File: src/esx_pkg.sv
// Constants for the extended stack-op execute block.
// Assumes a 16-bit instruction word and a 21-bit program counter.
// Summary of operation
// - Add-literal-to-pointer (upper byte 1110 1000) adds the 6-bit literal to pointer 0..2, flags untouched.
// - Select field 11 adds the literal to the software stack pointer and returns from the return stack top.
// - The computed call 0000 0000 0001 0100 first pushes the next address, program counter plus 2.
// - The computed call then replaces the program counter low byte with the working register.
// - The high and upper program counter bytes are then loaded from their latches.
// - The computed call takes two cycles, the second an idle one while the target is fetched.
// - The computed call leaves the working register, status flags and bank select register alone.
// - These opcodes execute only while the extension enable bit is set, which is off by default.
package esx_pkg;

  // ****************************************
  // Opcode fields
  // ****************************************
  localparam logic [7:0]  ADD_PTR_HI   = 8'he8;
  localparam logic [15:0] CALL_WREG_OP = 16'h0014;
  localparam logic [1:0]  SEL_STACK    = 2'h3;
  localparam int          SEL_MSB      = 7;
  localparam int          SEL_LSB      = 6;
  localparam int          LIT_MSB      = 5;

  // ****************************************
  // Widths and reset values
  // ****************************************
  localparam int          PC_W       = 21;
  localparam int          PTR_W      = 12;
  localparam logic [PC_W-1:0] PC_STEP = 21'h000002;
  localparam logic        EXT_RESET  = 1'b0;

  typedef enum logic [0:0] {ESX_EXEC, ESX_IDLE} esx_state_e;

endpackage : esx_pkg

File: src/esx_exec.sv
// Execute logic for the add-to-pointer, add-and-return and computed-call opcodes.
// Assumes the decode stage presents one instruction per cycle with a valid strobe,
// and that the pointer file and return stack apply the write strobes given here.
`timescale 1ns/100ps
`default_nettype none

module esx_exec (
  // Clock and reset
  input  wire logic                        clk_i,
  input  wire logic                        resetn_i,
  // Configuration
  input  wire logic                        extended_set_enable_bit_i,
  // Instruction from decode
  input  wire logic                        instr_valid_i,
  input  wire logic [15:0]                 instr_i,
  // Core state
  input  wire logic [esx_pkg::PC_W-1:0]    pc_i,
  input  wire logic [7:0]                  working_reg_i,
  input  wire logic [7:0]                  program_counter_high_latch_i,
  input  wire logic [7:0]                  program_counter_upper_latch_i,
  input  wire logic [esx_pkg::PC_W-1:0]    return_stack_top_i,
  input  wire logic [esx_pkg::PTR_W-1:0]   indirect_pointer0_i,
  input  wire logic [esx_pkg::PTR_W-1:0]   indirect_pointer1_i,
  input  wire logic [esx_pkg::PTR_W-1:0]   software_stack_pointer_i,
  // Pointer write-back
  output logic                             ptr_we_o,
  output logic [1:0]                       ptr_sel_o,
  output logic [esx_pkg::PTR_W-1:0]        ptr_wdata_o,
  // Return stack
  output logic                             stack_push_o,
  output logic                             stack_pop_o,
  output logic [esx_pkg::PC_W-1:0]         stack_push_data_o,
  // Program counter load
  output logic                             pc_load_o,
  output logic [esx_pkg::PC_W-1:0]         pc_load_data_o,
  // Pipeline control
  output logic                             flush_o,
  output logic                             busy_o
);

  // ****************************************
  // Synchronise the configuration bit
  // ****************************************
  // Configuration fuse comes from outside the core clock, so two flops first
  logic ext_meta_q, ext_meta_d;
  logic ext_sync_q, ext_sync_d;

  always_comb begin
    ext_meta_d = extended_set_enable_bit_i;
    ext_sync_d = ext_meta_q;
  end

  always_ff @(posedge clk_i or negedge resetn_i) begin
    if (!resetn_i) begin
      ext_meta_q <= esx_pkg::EXT_RESET;
      ext_sync_q <= esx_pkg::EXT_RESET;
    end else begin
      ext_meta_q <= ext_meta_d;
      ext_sync_q <= ext_sync_d;
    end
  end

  // ****************************************
  // Decode and execute
  // ****************************************
  // Opcode tests live in one place so decode and checks cannot drift apart
  // Add-to-pointer family: fixed upper byte, select and literal below it
  function automatic logic is_add_ptr(input logic [15:0] word);
    is_add_ptr = (word[15:8] == esx_pkg::ADD_PTR_HI);
  endfunction : is_add_ptr

  // Computed call: the whole word is fixed, no operand to extract
  function automatic logic is_call_wreg(input logic [15:0] word);
    is_call_wreg = (word == esx_pkg::CALL_WREG_OP);
  endfunction : is_call_wreg

  // Select field of the add family; 3 means stack pointer plus return
  function automatic logic [1:0] sel_field(input logic [15:0] word);
    sel_field = word[esx_pkg::SEL_MSB:esx_pkg::SEL_LSB];
  endfunction : sel_field

  // Literal zero-extended to pointer width; the add never sees a sign
  function automatic logic [esx_pkg::PTR_W-1:0] lit_ext(input logic [15:0] word);
    lit_ext = {{(esx_pkg::PTR_W-esx_pkg::LIT_MSB-1){1'b0}}, word[esx_pkg::LIT_MSB:0]};
  endfunction : lit_ext

  // Jump target of the computed call: upper latch, high latch, then W
  function automatic logic [esx_pkg::PC_W-1:0] call_target(input logic [7:0] upper,
                                                           input logic [7:0] high,
                                                           input logic [7:0] low);
    call_target = {upper[esx_pkg::PC_W-17:0], high, low};
  endfunction : call_target

  // Address after a one-word instruction; wraps at the PC width
  function automatic logic [esx_pkg::PC_W-1:0] next_instr_addr(input logic [esx_pkg::PC_W-1:0] pc);
    next_instr_addr = pc + esx_pkg::PC_STEP;
  endfunction : next_instr_addr

  // ****************************************
  // Opcode decode
  // ****************************************
  // Raw opcode flags; valid, enable and state gating happen in the execute step
  logic                        dec_add_ptr;
  logic                        dec_add_ret;
  logic                        dec_call;

  // Decode once per cycle from the word on the input
  always_comb begin
    dec_add_ptr = is_add_ptr(instr_i);
    dec_add_ret = dec_add_ptr && (sel_field(instr_i) == esx_pkg::SEL_STACK);
    dec_call    = is_call_wreg(instr_i);
  end

  // ****************************************
  // Execute state and strobes
  // ****************************************
  // Two states: taking instructions, or the idle slot of a two-cycle op
  esx_pkg::esx_state_e state_q, state_d;
  logic                        ptr_we_d, stack_push_d, stack_pop_d, pc_load_d, flush_d, busy_d;
  logic [1:0]                  ptr_sel_d;
  logic [esx_pkg::PTR_W-1:0]   ptr_wdata_d;
  logic [esx_pkg::PC_W-1:0]    push_data_d, pc_data_d;

  // Pick the pointer named by the select field
  function automatic logic [esx_pkg::PTR_W-1:0] pick_ptr(input logic [1:0] sel,
                                                         input logic [esx_pkg::PTR_W-1:0] p0,
                                                         input logic [esx_pkg::PTR_W-1:0] p1,
                                                         input logic [esx_pkg::PTR_W-1:0] p2);
    case (sel)
      2'h0:    pick_ptr = p0;
      2'h1:    pick_ptr = p1;
      default: pick_ptr = p2;
    endcase
  endfunction : pick_ptr

  // ****************************************
  // Next values for state and strobes
  // ****************************************
  // Defaults first so every output has a value on every path
  always_comb begin
    logic [1:0]                sel;
    logic [esx_pkg::PTR_W-1:0] lit;
    sel          = sel_field(instr_i);
    lit          = lit_ext(instr_i);
    state_d      = esx_pkg::ESX_EXEC;
    ptr_we_d     = 1'b0;
    ptr_sel_d    = sel;
    // Sum wraps at pointer width; no carry or flag leaves this block
    ptr_wdata_d  = pick_ptr(sel, indirect_pointer0_i, indirect_pointer1_i, software_stack_pointer_i)
                   + lit;                                // unsigned literal, no flags produced
    stack_push_d = 1'b0;
    stack_pop_d  = 1'b0;
    push_data_d  = next_instr_addr(pc_i);
    pc_load_d    = 1'b0;
    pc_data_d    = return_stack_top_i;
    flush_d      = 1'b0;
    busy_d       = 1'b0;
    case (state_q)
      esx_pkg::ESX_EXEC: begin
        // Disabled extension: opcodes fall through untouched
        if (instr_valid_i && ext_sync_q) begin
          if (dec_add_ptr) begin
            // Add family: pointer write, plus a return when the select is 3
            ptr_we_d = 1'b1;
            if (dec_add_ret) begin
              stack_pop_d = 1'b1;
              pc_load_d   = 1'b1;
              flush_d     = 1'b1;
              busy_d      = 1'b1;
              state_d     = esx_pkg::ESX_IDLE;
            end
          end else if (dec_call) begin
            // Computed call: push the next address, jump via the latches and W
            stack_push_d = 1'b1;
            pc_load_d    = 1'b1;
            // Only PC and the return stack are written; W, status and bank select have no port here
            pc_data_d    = call_target(program_counter_upper_latch_i, program_counter_high_latch_i,
                                       working_reg_i);
            flush_d      = 1'b1;
            busy_d       = 1'b1;
            state_d      = esx_pkg::ESX_IDLE;
          end
        end
      end
      esx_pkg::ESX_IDLE: begin
        // Second cycle is a no-op while the new target is fetched
        state_d = esx_pkg::ESX_EXEC;
      end
      default: state_d = esx_pkg::ESX_EXEC;
    endcase
  end

  // ****************************************
  // State and output registers
  // ****************************************
  // Every output is registered so downstream sees clean strobes
  always_ff @(posedge clk_i or negedge resetn_i) begin
    if (!resetn_i) begin
      state_q           <= esx_pkg::ESX_EXEC;
      ptr_we_o          <= 1'b0;
      ptr_sel_o         <= 2'h0;
      ptr_wdata_o       <= '0;
      stack_push_o      <= 1'b0;
      stack_pop_o       <= 1'b0;
      stack_push_data_o <= '0;
      pc_load_o         <= 1'b0;
      pc_load_data_o    <= '0;
      flush_o           <= 1'b0;
      busy_o            <= 1'b0;
    end else begin
      state_q           <= state_d;
      ptr_we_o          <= ptr_we_d;
      ptr_sel_o         <= ptr_sel_d;
      ptr_wdata_o       <= ptr_wdata_d;
      stack_push_o      <= stack_push_d;
      stack_pop_o       <= stack_pop_d;
      stack_push_data_o <= push_data_d;
      pc_load_o         <= pc_load_d;
      pc_load_data_o    <= pc_data_d;
      flush_o           <= flush_d;
      busy_o            <= busy_d;
    end
  end

endmodule : esx_exec

`default_nettype wire

File: config.mk
export PLATFORM = sky130hd
export DESIGN_NAME = esx_exec
export DESIGN_NICKNAME = d
export VERILOG_FILES = /design/src/esx_pkg.sv /design/src/esx_exec.sv
export SDC_FILE = /design/constraint.sdc
export NUM_CORES = 1
export LEC_CHECK = 0
export ABC_AREA = 1
export ABC_CLOCK_PERIOD_IN_PS = 1900
export BUFFER_PORTS_ARGS = -buffer_cell sky130_fd_sc_hd__buf_2
export CAP_MARGIN = 25
export CORE_MARGIN = 4
export CORE_UTILIZATION = 45
export DETAILED_ROUTE_END_ITERATION = 6
export GPL_TIMING_DRIVEN = 0
export PLACE_DENSITY = 0.83
export RECOVER_POWER = 50
export SLEW_MARGIN = 20
export SYNTH_ARGS = -nofsm -noshare
export SYNTH_HDL_FRONTEND = slang
export SYNTH_SLANG_ARGS = --single-unit
File: constraint.sdc
create_clock -name clk_i -period 1.9 [get_ports clk_i]
set_input_delay 0.285 -clock clk_i [delete_from_list [all_inputs] [get_ports clk_i]]
set_output_delay 0.285 -clock clk_i [all_outputs]
set_load 0.05 [all_outputs]
### Word level (Yosys, flattened, before mapping)

Cells that the tools add are included.

| storage, ports and cells | value |
|---|---|
| flip-flop bits (word level) | 63 |
| output and inout port bits | 62 |
| logic and storage cells | 41 |

| operators by class | value |
|---|---|
| add/subtract/negate cells | 2 |
| equal/unequal tests | 4 |
| muxes and demuxes | 20 |
| bitwise operators | 1 |
| reductions and logical operators | 3 |

Operator list:

| operator | number |
|---|---|
| 21-bit two-way mux | 4 |
| 12-bit case mux with 2 select lines | 1 |
| 21-bit by 2-bit adder with 21-bit output, second input constant | 1 |
| 16-bit by 5-bit == test with 1-bit output, second input constant | 1 |
| 1-bit two-way mux | 14 |
| 12-bit by 6-bit adder with 12-bit output | 1 |
| 8-bit == test, second input constant | 1 |
| 2-bit by 1-bit == test with 1-bit output, second input constant | 1 |
| 2-bit == test, second input constant | 1 |
| 1-bit logical AND | 2 |
| 2-bit zero test | 1 |
| 1-bit case mux with 2 select lines | 1 |
| 1-bit NOT | 1 |

### Longest topological paths before layout

| logic depth | value |
|---|---|
| word-level depth | 6 |
| mapped depth | 15 |
| gate-level depth less buffers | 14 |

### Worst setup path before layout

Ideal clock, no wire load.

| timing | value |
|---|---|
| path type | input -> register |
| start point | input port instr_i[7] |
| end point | register ptr_wdata_o[8] in the netlist's numbering |
| setup time | 0.123 ns |
| data arrival time | 1.911 ns |
| setup slack | -0.135 ns |
| stages | 13 |
| buffers on the path | 1 |
| cells stage by stage | buf_6 -> inv_2 -> nand2_2 -> o22ai_1 -> nor2_1 -> ha_1 -> inv_1 -> fa_1 -> inv_1 -> nand4_1 -> nand3_1 -> nand2_1 -> xor2_1 |

| between the ends | value |
|---|---|
| word-level cells in the longest chain between the ends | 3 |
| elaborated cells on any way between the ends | 4 |
| classes of those cells | add/sub (1); eq/ne (1); mux (1); reduce/logical (1) |

RTL lines:

| what | RTL line | source |
|---|---|---|
| start, declared | esx_exec.sv:15 | `input wire logic [15:0] instr_i,` |
| 2-bit by 1-bit == test with 1-bit output / 2-bit zero test (equally long branches) | esx_exec.sv:129 | `case (sel)` |
| 12-bit case mux with 2 select lines (*) | esx_exec.sv:129 |  |
| 12-bit by 6-bit adder with 12-bit output (*) | esx_exec.sv:150 | `+ lit;` |
| net ptr_wdata_d (one bit) | esx_exec.sv:121 | `logic [esx_pkg::PTR_W-1:0] ptr_wdata_d;` |
| end signal, assigned | esx_exec.sv:214 | `ptr_wdata_o <= ptr_wdata_d;` |
| end, declared | esx_exec.sv:28 | `output logic [esx_pkg::PTR_W-1:0] ptr_wdata_o,` |

The timed path passes the listed nets; every way through them passes the cells marked *.

### Worst setup path after layout

Same ends and word-level chain as after synthesis.

==> metrics <==
status finished with violations; failing checks capacitance limit, slew limit; Seq cells post-synth 62; DP HPWL 6.85 mm; first-pass GRT wire length 13.7 mm; top_reg_cell synth dfrtp_1; DR iter-0 viols 70; register area share after synthesis 50.8%; H-tree levels 3; Tcrit/Tclk final 94.5%; Worst Path Buf+Inv 5; Cell variety after synth 31; per-cell routed wire length 13.4 um; Mapped Nets 493; ys async rst share 100%; syn_area_per_cell 8.41 um^2; Die Ht 90.4 um; Placeable Area 6460 um^2; arrival time worst endpoint 2010 ps; CP Class primary input to register; Setup violations, final 0; Tightest Pin Transition 1500 ps; pwr dens 854 nW/um^2; Final ANT Viol Nets 0; Std-Cell Rows 29; Final nets 692; Tmin final 1800 ps; Peak VDD IR 581 uV; clk_lat worst skew 330 ps; clock sink count 62; slowest CP cell fa_2; initial core utilization 47.3%; RD Place Congestion 0.866; layout cells sized above 1 39.4%; Leak Pwr 2.48 nW; Worst Path Max Fanout 10; initial antenna violation count 0; GRT overflow 0; GR Util All Layers 20.7%; destination of the worst hold path ext_meta_q; clk_skew 5.77 ps; clk slew on worst S/H paths 60 ps; R2R depth 5; Die Wd 90.4 um; IO Count 184; delay-heaviest family, CP adder cells; drc violations 0; number of synthesized flops with an enable pin 0; CTS tree yes; R2R setup slack 520 ps; Ant. Diodes 0; Vias/cell 4.74; HP Start extended_set_enable_bit_i; Pre-antenna DRT Iters 4; area added between synthesis and finish 43.4%; Final Hold Violating Endpoints 0; maximum clock rate 0.557 GHz; worst path cell trace buf_2, buf_8, inv_6, nand2_8, o22ai_1, nor2_1, ha_2, inv_1, fa_2, inv_2, nand4_1, nand3_2, nand2_1, xor2_1; R2R Path Start busy_o; Root Buffer clkbuf_8; element type at the critical path start primary input; total CTS buffers 9; pin count of the biggest net entering global routing 63; I/O Buffers 180; CP peak stage delay 360 ps; # Max-Cap Violations 1; Core Util, Final 67.8%; reg2reg end pc_load_data_o[12]; vias in the first global route 2954; Via Count 3049; Max transition margin -0.130%; hold buffers post-CTS 0; fin cells 643; Placed Cells 620; WHS Path Cells 1; Mapped Cells 363; CTS Buffer Depth 2; Hold/Removal Path Class primary input to register; Cell Area, Synth 3050 um^2; number of synthesis warnings 0; Worst setup EP type register; Req. time, crit path 2120 ps; Post-Route WL 8.60 mm; die area 8170 um^2; Slew Limit Fails 34
==> state kept, by name (all words and copies together) (netlist names) <==
| signal | flops |
|---|---|
| ext_meta_q | 1 |
| ptr_we_o | 1 |
| stack_pop_o | 1 |
| busy_o | 1 |
| ptr_sel_o | 2 |
| ext_sync_q | 1 |
| pc_load_data_o | 21 |
| ptr_wdata_o | 12 |
| stack_push_data_o | 21 |
| stack_push_o | 1 |
==> Yosys cell counts (3+ instances only) <==
cell	number	area, um^2
dfrtp_1	62	1550
xnor2_1	8	70.1
nand3b_1	5	37.5
inv_1	38	143
buf_6	3	33.8
nand3_1	17	85.1
o22ai_1	5	31.3
nor3_1	5	25.0
xor2_1	14	123
nor2_1	38	143
nand4_1	8	50.1
nand2_1	127	477
ha_1	7	87.6
nor3b_1	3	22.5
==> per-layer routing <==
layer  part of all wire [%]  vias to the layer above  GRT usage [%]
met5                      0                        -              0
met4                   0.27                        0           6.51
met3                    7.0                        2           5.17
met2                     54                      105           38.1
met1                     38                     1412           23.3
li1                       -                     1530              -
==> placed cells by master (no fill, tap or decap), drive strengths merged, types with 3 or more instances in the layout <==
cell / count
nor3b: 3
xnor2: 8
nand3: 18
nor2: 40
nand3b: 5
o22ai: 5
nor3: 6
buf: 190
inv: 40
clkbuf: 16
nand4: 8
xor2: 14
nand2: 128
ha: 7
dfrtp: 62
==> worst register-to-register path: stages (launching register included) <==
cell	delay (ps)
dfrtp_1	470
nor3b_1	250
nand3_2	170
buf_2	230
nand2_1	90
nand2_1	50
==> logic make-up (layout without fill, tap and decap cells) <==
kind of cell | Yosys count | in the layout | synth area share, %
XOR/XNOR | 22 | 22 | 6.31
adder cells (fa/ha/maj) | 8 | 8 | 3.52
AO/OA/AOI/OAI | 13 | 13 | 2.70
buffers and inverters | 47 | 250 | 6.84
flip-flops | 62 | 62 | 50.8
AND/OR/NAND/NOR | 211 | 211 | 29.8
==> worst max path at each step <==
stage | startpoint | endpoint | slack (ps) | cells past startpoint
CTS | instr_i[7] | ptr_wdata_o[9] | 0.2 | 16
global placement | instr_i[7] | ptr_wdata_o[9] | -330 | 16
finish | instr_i[7] | ptr_wdata_o[8] | 100 | 14
global route | instr_i[6] | ptr_wdata_o[8] | -20 | 13
detailed placement | instr_i[7] | ptr_wdata_o[9] | -390 | 16
floorplan | instr_i[7] | ptr_wdata_o[9] | 3 | 15
==> cell type report <==
cell class	count	area (um^2)
multi-input cells	254	1340
fillers	527	2080
plain buffers	7	62.6
flip-flops and latches	62	1550
well taps	77	96.3
clock buffers	11	151
inverters	40	155
repair buffers	188	956
clock inverters	4	70.1
==> repair_timing <==
item                       in CTS  in global routing
pin swaps                       0                  5
resized for setup               2                  7
setup endpoints to repair       2                  5
buffers inserted                0                  8
==> where the power goes <==
part	internal (W)	switching, W	leakage (nW)
clock	0.000798	0.000483	0.115
sequential	0.00143	0.0000257	0.731
combinational	0.000300	0.000706	1.63
==> metrics by stage <==
| step | hold slack, ps | setup TNS, ps | setup slack [ps] | total power [W] | area (um^2) |
|---|---|---|---|---|---|
| CTS | 45.5 | 0 | 0.236 | 0.00374 | 4310 |
| global route | 45.2 | -15.5 | -15.5 | 0.00391 | 4380 |
| finish | 59.9 | 0 | 104 | 0.00374 | 4380 |
| global placement | 335 | -1650 | -326 | 0.00243 | 4070 |
| floorplan | -10.6 | 0 | 3.06 | 0.00211 | 3070 |
| detailed placement | 336 | -2170 | -391 | 0.00245 | 4070 |
Power figures use the tool's default switching activity.
